$ cat config.mk
export PLATFORM = sky130hd
export DESIGN_NAME = wake_signal
export DESIGN_NICKNAME = d
export VERILOG_FILES = /design/src/hw/wake_pkg.sv /design/src/hw/wake_signal.sv
export SDC_FILE = /design/constraint.sdc
export NUM_CORES = 1
export LEC_CHECK = 0
export ABC_AREA = 1
export ABC_CLOCK_PERIOD_IN_PS = 2040
export BUFFER_PORTS_ARGS = -buffer_cell sky130_fd_sc_hd__clkbuf_2
export CORE_MARGIN = 3
export CORE_UTILIZATION = 51
export CTS_CLUSTER_DIAMETER = 60
export DETAILED_ROUTE_END_ITERATION = 8
export HOLD_SLACK_MARGIN = 0.05
export PLACE_DENSITY = 0.84
export RECOVER_POWER = 50
export SLEW_MARGIN = 25
export SYNTH_ARGS = -nofsm -noshare
export SYNTH_HDL_FRONTEND = slang
export SYNTH_SLANG_ARGS = --single-unit
$ cat constraint.sdc
create_clock -name ref_clk -period 2.04 [get_ports ref_clk]
set_input_delay 0.306 -clock ref_clk [delete_from_list [all_inputs] [get_ports ref_clk]]
set_output_delay 0.306 -clock ref_clk [all_outputs]
set_load 0.05 [all_outputs]
$ cat src/hw/wake_pkg.sv
// wake_pkg: constants for the wake output block
// assumes a 10 MHz core clock and an APB register slave with 32-bit words
package wake_pkg;
  // apb byte offsets
  localparam logic [7:0] OFF_FLAGS   = 8'h00;
  localparam logic [7:0] OFF_PIN_EN  = 8'h04;
  localparam logic [7:0] OFF_STATUS  = 8'h08;
  localparam logic [7:0] OFF_INT_STS = 8'h0C;
  localparam logic [7:0] OFF_INT_CLR = 8'h10;
  localparam logic [7:0] OFF_INT_EN  = 8'h14;
  localparam logic [7:0] OFF_CTRL    = 8'h18;
  // wake flag byte fields
  localparam int B_EN    = 7;
  localparam int B_PULSE = 6;
  localparam int B_LONG  = 5;
  localparam int B_POL   = 4;
  localparam int B_PUSH  = 3;
  localparam int B_LINK  = 2;
  localparam int B_DSENS = 1;
  // configuration memory
  localparam logic [7:0]  CFG_SIGNATURE  = 8'hA5;
  localparam logic [7:0]  FLAGS_DEFAULT  = 8'h00;
  localparam logic [10:0] PIN_EN_DEFAULT = 11'h000;
  localparam int          DED_PIN        = 10;
  // interrupt status bits
  localparam int IRQ_WAKE_ON  = 0;
  localparam int IRQ_WAKE_END = 1;
  localparam int IRQ_DEFAULTS = 2;
  localparam int IRQ_W        = 3;
  // status register bits
  localparam int ST_ACTIVE = 0;
  localparam int ST_EXTPHY = 1;
  localparam int ST_LOADED = 2;
  // control register bits
  localparam int CT_RELEASE = 0;
  // pulse timing
  localparam real CLK_PERIOD_NS  = 100.0;
  localparam real PULSE_SHORT_MS = 1.5;
  localparam real PULSE_LONG_MS  = 150.0;
  localparam int  SHORT_CYC = int'($ceil(PULSE_SHORT_MS * 1.0e6 / CLK_PERIOD_NS));
  localparam int  LONG_CYC  = int'($ceil(PULSE_LONG_MS * 1.0e6 / CLK_PERIOD_NS));
  localparam int  CNT_W     = 21;

  typedef enum logic [1:0] {W_IDLE, W_LEVEL, W_PULSE} wake_state_e;
endpackage : wake_pkg

$ cat src/hw/wake_signal.sv
// wake_signal: wake output pin logic with apb registers and interrupt
// assumes all inputs synchronous to ref_clk; pins resolved outside from out/oe
`timescale 1ns/1ps

// Summary of operation
// - With flag bit 7 clear the wake pins are never asserted and all other flag bits are ignored.
// - The wake indication goes to the internal-PHY pin or the external-PHY pin per the PHY select.
// - Flag bit 6 chooses a steady level (0) or a single pulse (1).
// - In pulse form bit 5 picks 1.5 ms (0) or 150 ms (1), timed by a clock counter.
// - Flag bit 4 sets the asserted polarity, 0 low and 1 high, for both forms.
// - Bit 3 set drives both levels; clear drives only the asserted level (drain or source).
// - Bit 2 picks magic packet (0) or link-up (1); link-up is unusable with an external PHY.
// - Any wake pin enabled in the per-pin enable field, loaded from bytes 1Eh/1Fh, raises a wake.
// - The dedicated wake input is a source with either PHY; bit 1 sets its sense, 0 low, 1 high.
// - Flags load from memory only when the signature byte is valid, else defaults apply.
module wake_signal
  import wake_pkg::*;
#(
  parameter int unsigned SHORT_CYCLES = SHORT_CYC,
  parameter int unsigned LONG_CYCLES  = LONG_CYC
) (
  input  wire logic        ref_clk,
  input  wire logic        rstn,
  input  wire logic        psel,
  input  wire logic        penable,
  input  wire logic        pwrite,
  input  wire logic [7:0]  paddr,
  input  wire logic [31:0] pwdata,
  output logic      [31:0] prdata,
  output logic             pready,
  output logic             pslverr,
  input  wire logic        cfg_load_valid,
  input  wire logic [7:0]  cfg_signature,
  input  wire logic [7:0]  cfg_wake_flags,
  input  wire logic [15:0] cfg_pin_enable,
  input  wire logic        phy_interface_select,
  input  wire logic        magic_packet_seen,
  input  wire logic        link_up_seen,
  input  wire logic [9:0]  wake_pins,
  input  wire logic        dedicated_wake_input,
  output logic             internal_phy_wake_pin_out,
  output logic             internal_phy_wake_pin_oe,
  output logic             external_phy_wake_pin_out,
  output logic             external_phy_wake_pin_oe,
  output logic             irq
);

  function automatic logic hit(input logic [7:0] a, input logic [7:0] off);
    hit = (a == off);
  endfunction : hit

  wake_state_e          state_r, state_nxt;
  logic [7:0]           flags_r;
  logic [10:0]          pin_en_r;
  logic                 loaded_r;
  logic [CNT_W-1:0]     cnt_r, cnt_nxt;
  logic [10:0]          pins_prev_r;
  logic [IRQ_W-1:0]     int_sts_r, int_en_r, int_set;
  logic                 pready_r, pslverr_r, irq_r;
  logic [31:0]          prdata_r;
  logic                 int_out_r, int_oe_r, ext_out_r, ext_oe_r;

  // apb decode
  wire setup_ph = psel && !penable;
  wire wr_fire  = psel && penable && pwrite && pready_r;
  wire a_flags  = hit(paddr, OFF_FLAGS);
  wire a_pin_en = hit(paddr, OFF_PIN_EN);
  wire a_status = hit(paddr, OFF_STATUS);
  wire a_ists   = hit(paddr, OFF_INT_STS);
  wire a_iclr   = hit(paddr, OFF_INT_CLR);
  wire a_ien    = hit(paddr, OFF_INT_EN);
  wire a_ctrl   = hit(paddr, OFF_CTRL);
  wire mapped   = a_flags | a_pin_en | a_status | a_ists | a_iclr | a_ien | a_ctrl;
  wire wr_flags = wr_fire && a_flags;
  wire wr_pins  = wr_fire && a_pin_en;
  wire wr_iclr  = wr_fire && a_iclr;
  wire wr_ien   = wr_fire && a_ien;
  wire release_wr = wr_fire && a_ctrl && pwdata[CT_RELEASE];

  wire [31:0] status_word = {29'h0000_0000, loaded_r, phy_interface_select, state_r != W_IDLE};
  wire [31:0] rd_data =
      a_flags  ? {24'h00_0000, flags_r} :
      a_pin_en ? {21'h00_0000, pin_en_r} :
      a_status ? status_word :
      a_ists   ? {29'h0000_0000, int_sts_r} :
      a_ien    ? {29'h0000_0000, int_en_r} : 32'h0000_0000;

  // configuration load
  wire sig_ok    = (cfg_signature == CFG_SIGNATURE);
  wire cfg_chg   = cfg_load_valid || wr_flags;
  wire [7:0]  flags_ld  = sig_ok ? cfg_wake_flags : FLAGS_DEFAULT;
  wire [10:0] pin_en_ld = sig_ok ? cfg_pin_enable[10:0] : PIN_EN_DEFAULT;

  // flag fields; bit 0 is not decoded
  wire f_en    = flags_r[B_EN];
  wire f_pulse = flags_r[B_PULSE];
  wire f_long  = flags_r[B_LONG];
  wire f_pol   = flags_r[B_POL];
  wire f_push  = flags_r[B_PUSH];
  wire f_link  = flags_r[B_LINK];
  wire f_dsens = flags_r[B_DSENS];

  // event sources
  wire ded_act  = (dedicated_wake_input == f_dsens);
  wire [10:0] pins_act = {ded_act, wake_pins};
  wire [10:0] pins_rise = pins_act & ~pins_prev_r & pin_en_r;
  wire ded_hit  = pins_rise[DED_PIN];
  wire pin_hit  = |pins_rise;
  wire link_ok  = f_link && !phy_interface_select && link_up_seen;
  wire magic_ok = !f_link && magic_packet_seen;
  wire net_hit  = link_ok || magic_ok;
  wire event_hit = f_en && (net_hit || pin_hit);
  wire active   = (state_r != W_IDLE);

  wire [CNT_W-1:0] cnt_load = f_long ? CNT_W'(LONG_CYCLES - 1)
                                     : CNT_W'(SHORT_CYCLES - 1);

  // wake state machine
  always_comb begin
    state_nxt = state_r;
    cnt_nxt   = cnt_r;
    unique case (state_r)
      W_IDLE: begin
        if (event_hit && !cfg_chg) begin
          state_nxt = f_pulse ? W_PULSE : W_LEVEL;
          cnt_nxt   = cnt_load;
        end
      end
      W_LEVEL: begin
        if (!f_en || cfg_chg || release_wr) begin
          state_nxt = W_IDLE;
        end
      end
      W_PULSE: begin
        if (!f_en || cfg_chg || cnt_r == '0) begin
          state_nxt = W_IDLE;
        end else begin
          cnt_nxt = cnt_r - CNT_W'(1);
        end
      end
    endcase
  end

  // pin drive: level is asserted polarity while active, else its inverse
  wire nxt_on    = (state_nxt != W_IDLE);
  wire [7:0] flags_nxt = cfg_load_valid ? flags_ld : (wr_flags ? pwdata[7:0] : flags_r);
  wire n_en      = flags_nxt[B_EN];
  wire n_pol     = flags_nxt[B_POL];
  wire pin_level = nxt_on ? n_pol : !n_pol;
  wire pin_drive = n_en && (flags_nxt[B_PUSH] || nxt_on);

  // interrupt events
  always_comb begin
    int_set               = '0;
    int_set[IRQ_WAKE_ON]  = (state_r == W_IDLE) && nxt_on;
    int_set[IRQ_WAKE_END] = active && !nxt_on;
    int_set[IRQ_DEFAULTS] = cfg_load_valid && !sig_ok;
  end

  always_ff @(posedge ref_clk) begin
    if (!rstn) begin
      state_r     <= W_IDLE;
      cnt_r       <= '0;
      pins_prev_r <= '0;
    end else begin
      state_r     <= state_nxt;
      cnt_r       <= cnt_nxt;
      pins_prev_r <= pins_act;
    end
  end

  always_ff @(posedge ref_clk) begin
    if (!rstn) begin
      flags_r  <= FLAGS_DEFAULT;
      pin_en_r <= PIN_EN_DEFAULT;
      loaded_r <= 1'b0;
    end else begin
      flags_r  <= flags_nxt;
      if (cfg_load_valid) begin
        pin_en_r <= pin_en_ld;
        loaded_r <= sig_ok;
      end else if (wr_pins) begin
        pin_en_r <= pwdata[10:0];
      end
    end
  end

  always_ff @(posedge ref_clk) begin
    if (!rstn) begin
      int_out_r <= 1'b1;
      int_oe_r  <= 1'b0;
      ext_out_r <= 1'b1;
      ext_oe_r  <= 1'b0;
    end else begin
      int_out_r <= pin_level;
      ext_out_r <= pin_level;
      int_oe_r  <= pin_drive && !phy_interface_select;
      ext_oe_r  <= pin_drive && phy_interface_select;
    end
  end

  // apb slave and interrupt registers; set wins over clear
  always_ff @(posedge ref_clk) begin
    if (!rstn) begin
      pready_r  <= 1'b0;
      pslverr_r <= 1'b0;
      prdata_r  <= 32'h0000_0000;
      int_sts_r <= '0;
      int_en_r  <= '0;
      irq_r     <= 1'b0;
    end else begin
      pready_r  <= setup_ph;
      pslverr_r <= setup_ph && !mapped;
      prdata_r  <= (setup_ph && !pwrite) ? rd_data : 32'h0000_0000;
      int_sts_r <= (int_sts_r & ~(wr_iclr ? pwdata[IRQ_W-1:0] : '0)) | int_set;
      if (wr_ien) begin
        int_en_r <= pwdata[IRQ_W-1:0];
      end
      irq_r     <= |(int_sts_r & int_en_r);
    end
  end

  assign prdata                    = prdata_r;
  assign pready                    = pready_r;
  assign pslverr                   = pslverr_r;
  assign irq                       = irq_r;
  assign internal_phy_wake_pin_out = int_out_r;
  assign internal_phy_wake_pin_oe  = int_oe_r;
  assign external_phy_wake_pin_out = ext_out_r;
  assign external_phy_wake_pin_oe  = ext_oe_r;
endmodule : wake_signal

==> impl_table.tex <==
\begin{tabular}{lr}
\hline
Metric & Value \\
\hline
\multicolumn{2}{l}{\textbf{Worst setup path}} \\
Reg-to-reg slack, setup & 0.16 ns \\
Capturing element type of the critical path & flop \\
Critical Path AT & 2.13 ns \\
Kind of launch point of the worst setup path & flop \\
Critical path peak fanout & 19 \\
Worst EP required & 2.28 ns \\
Class of the most critical setup path & flop to flop \\
Gate family responsible for the most delay along the worst path & simple AND/OR/NAND/NOR gates \\
Crit path buffers/inverters & 2 \\
Largest stage delay on the critical path & 0.35 ns \\
Series of cell instances along the critical path & inv\_1 > ha\_1 > nand3b\_1 > nand3b\_1 > nand2\_1 > o22ai\_2 > nand2\_8 > inv\_8 > nand2\_1 > a21oi\_1 > nor2\_1 \\
Cell at the slowest stage of the critical path & sky130\_fd\_sc\_hd\_\_dfxtp\_1 \\
\multicolumn{2}{l}{\textbf{STA}} \\
Slew Limit Headroom & -2.237\% \\
Fin. Hold Viols & 0 \\
Minimum period implied by the final worst setup slack & 1.884 ns \\
Slew @ Worst Pin & 1.534 ns \\
Portion of the clock cycle consumed by the worst path in the final layout & 92.37\% \\
Number of pins with negative max-slew slack in the final report & 37 \\
FMAX & 530.7 MHz \\
Final number of setup-violating endpoints & 0 \\
Worst clock skew on the final layout & 0.01001 ns \\
\multicolumn{2}{l}{\textbf{Synthesis}} \\
Top post-synthesis cells by area & sky130\_fd\_sc\_hd\_\_dfxtp\_1 (38\%), sky130\_fd\_sc\_hd\_\_nand2\_1 (11\%), sky130\_fd\_sc\_hd\_\_nor2\_1 (6.0\%) \\
Post-synthesis cell area & 0.004025 sq mm \\
Unique masters post-synth & 48 \\
Area fraction of the dominant cell type after synthesis & 38.30\% \\
EDFF count, synth & 0 \\
Total number of yosys warnings & 0 \\
Proportion of synthesized chip area in sequential cells & 38.30\% \\
Cell taking the most area after synthesis & sky130\_fd\_sc\_hd\_\_dfxtp\_1 \\
Gate count after technology mapping & 567 \\
Most frequently used flop master after synthesis & sky130\_fd\_sc\_hd\_\_dfxtp\_1 \\
Number of synthesized register bits & 77 \\
Synth Area per Inst & 7.099 sq um \\
Fraction of registers with async set/reset & 0\% \\
\multicolumn{2}{l}{\textbf{Clocking}} \\
\# clock sinks & 77 \\
Clock buffers created by TritonCTS & 9 \\
CTS root buf & sky130\_fd\_sc\_hd\_\_clkbuf\_8 \\
TritonCTS clock tree & done \\
Clock-pin slew of the registers on the worst-case setup and hold paths & 0.08 ns \\
Source-to-sink clock delay at the later pin of the worst-skew pair & 0.35 ns \\
H-tree levels & 3 \\
Worst-case clock buffer depth & 2 \\
\multicolumn{2}{l}{\textbf{Die}} \\
Die area & 0.008995 sq mm \\
Initial cell density of the core & 54.05\% \\
Floorplan die width & 94.84 um \\
Die span in y & 94.84 um \\
Number of ports placed on the die boundary & 131 \\
Placeable core area & 0.007447 sq mm \\
Number of core rows & 31 \\
\multicolumn{2}{l}{\textbf{Global routing}} \\
Number of antenna violations at the first check in global routing & 0 \\
Largest net degree at the start of global routing & 37 \\
Wire length of the first global-routing pass & 16980 um \\
Number of global-route vias before repair & 3782 \\
Global routing usage summed across all routing layers & 23.87\% \\
Total congestion overflow & 0 \\
\multicolumn{2}{l}{\textbf{Drt}} \\
Vias per Instance & 5.301 \\
Vias after detailed routing & 4029 \\
Routed wirelength normalized by instance count & 14.09 um \\
1st-pass router iterations & 5 \\
Routed WL & 10710 um \\
Starting DRC count in detailed routing & 244 \\
Post-route ant nets & 0 \\
Post-route DRC & 0 \\
\multicolumn{2}{l}{\textbf{Placement}} \\
Global placer's final weighted congestion & 0.9009 \\
Buffers on Ports & 83 \\
HPWL after detailed placement & 8092 um \\
\multicolumn{2}{l}{\textbf{Run status}} \\
Violations in the final reports & capacitance limit, slew limit \\
Run status & finished with violations \\
\multicolumn{2}{l}{\textbf{Cells and area}} \\
Final Net Count & 753 \\
ANT cells & 0 \\
Area Growth Syn to Fin & 16.85\% \\
Utilization after layout & 63.16\% \\
Fraction of layout instances using a drive strength above 1 & 18.15\% \\
\multicolumn{2}{l}{\textbf{Run}} \\
Count of max-cap constraint violations & 1 \\
\multicolumn{2}{l}{\textbf{Power and ir drop}} \\
Power per cell area & 856.0 mW/mm\^{}2 \\
Leakage dissipation & 2.218 nW \\
Maximum vdd ir drop & 0.7172 mV \\
PnR Total Power & 0.004026 W \\
\multicolumn{2}{l}{\textbf{Hold path}} \\
Class of the most critical hold timing path & input port to flop \\
\hline
\end{tabular}
==> cell usage in the layout (no fill, tap or decap), types with 9 or more instances in the layout <==
cell	count
sky130_fd_sc_hd__nand2_1	119
sky130_fd_sc_hd__dfxtp_1	77
sky130_fd_sc_hd__clkbuf_2	65
sky130_fd_sc_hd__nor2_1	64
sky130_fd_sc_hd__inv_1	59
sky130_fd_sc_hd__a21oi_1	47
sky130_fd_sc_hd__o21ai_0	36
sky130_fd_sc_hd__nand3_1	29
sky130_fd_sc_hd__clkbuf_1	24
sky130_fd_sc_hd__conb_1	21
sky130_fd_sc_hd__clkbuf_8	10
sky130_fd_sc_hd__o21ai_1	9
sky130_fd_sc_hd__a22oi_1	9
==> sequential cells by signal, indices dropped and copies added, names as in the netlist, 2 cells and up <==
name and cells:
pin_en_r 11, prdata 11, state_r 2, cnt_r 21, int_sts_r 3, pins_prev_r 11
flags_r 8, int_en_r 3
==> tightest hold or removal path, stage by stage <==
cell and delay (ns):
sky130_fd_sc_hd__clkbuf_2 0.09, sky130_fd_sc_hd__nand2_1 0.04, sky130_fd_sc_hd__inv_1 0.04
==> report_power, final <==
group | internal [W] | switching, W | total [W]
sequential | 0.00159 | 0.0000785 | 0.00166
clock | 0.000851 | 0.000571 | 0.00142
combinational | 0.000323 | 0.000616 | 0.000939
==> through the flow <==
stage          cells  area [sq um]  hold WS [ns]  setup WS, ns   TNS [ns]
5_1_grt          760          4703        0.1460     -0.002076  -0.002076
4_1_cts          760          4730        0.1373        0.1582          0
3_5_place_dp     744          4482        0.4355        0.1357          0
6_report         760          4703        0.1481        0.1556          0
3_3_place_gp     744          4482        0.4255        0.1937          0
2_1_floorplan    587          4100        0.3995        0.1097          0
==> layer usage <==
| layer | share of wire [%] | track usage [%] |
|---|---|---|
| met4 | 2.0 | 7.813 |
| met2 | 49 | 40.75 |
| met5 | 0 | 0 |
| met3 | 7.8 | 6.295 |
| met1 | 41 | 29.10 |
==> cells in the mapped netlist (5+ instances only) <==
library cell               instances
sky130_fd_sc_hd__xor2_1            5
sky130_fd_sc_hd__nor3_1            6
sky130_fd_sc_hd__o21ai_0          36
sky130_fd_sc_hd__nand3_1          29
sky130_fd_sc_hd__clkbuf_1         10
sky130_fd_sc_hd__nor2_1           64
sky130_fd_sc_hd__a22oi_1           9
sky130_fd_sc_hd__buf_4            22
sky130_fd_sc_hd__ha_1              5
sky130_fd_sc_hd__dfxtp_1          77
sky130_fd_sc_hd__nand2_1         119
sky130_fd_sc_hd__inv_1            58
sky130_fd_sc_hd__o21ai_1           9
sky130_fd_sc_hd__a21oi_1          47
sky130_fd_sc_hd__nand2_4           5
sky130_fd_sc_hd__a31oi_1           7
sky130_fd_sc_hd__or2_2             8
==> path summary, 6_finish.rpt <==
| check | from | end | cells after the start |
|---|---|---|---|
| max reg2reg | cnt_r[0]$_SDFFE_PN0P_ | cnt_r[8]$_SDFFE_PN0P_ | 11 |
| max | cnt_r[0]$_SDFFE_PN0P_ | cnt_r[8]$_SDFFE_PN0P_ | 11 |
| min reg2reg | pin_en_r[10]$_SDFFE_PN0P_ | prdata[10]$_SDFF_PP0_ | 2 |
| min | wake_pins[9] | pins_prev_r[9]$_SDFF_PN0_ | 3 |
==> cell type report <==
cell class | count | area [sq um]
clock buffer | 11 | 141.4
clock inverter | 5 | 106.4
fill | 671 | 2744
inverter | 65 | 251.5
multi-input combinational | 407 | 2067
sequential | 77 | 1541
tap | 99 | 123.9
timing repair buffer | 96 | 471.7
==> what timing repair did <==
item	CTS	global route
resized for setup	0	5
hold buffers	0	0
setup buffers	0	0
endpoints found under the setup margin	0	5
==> cell families (layout without fill, tap and decap cells) <==
family,count (synthesis),after routing,synth area share (%)
AO/OA/AOI/OAI,120,120,16.82
XOR/XNOR,8,8,1.741
adder cells (fa/ha/maj),5,5,1.554
buffers and inverters,103,177,12.59
flip-flops,77,77,38.30
other,1,21,0.09317
AND/OR/NAND/NOR,253,253,28.91
(Power assumes the default switching activity.)
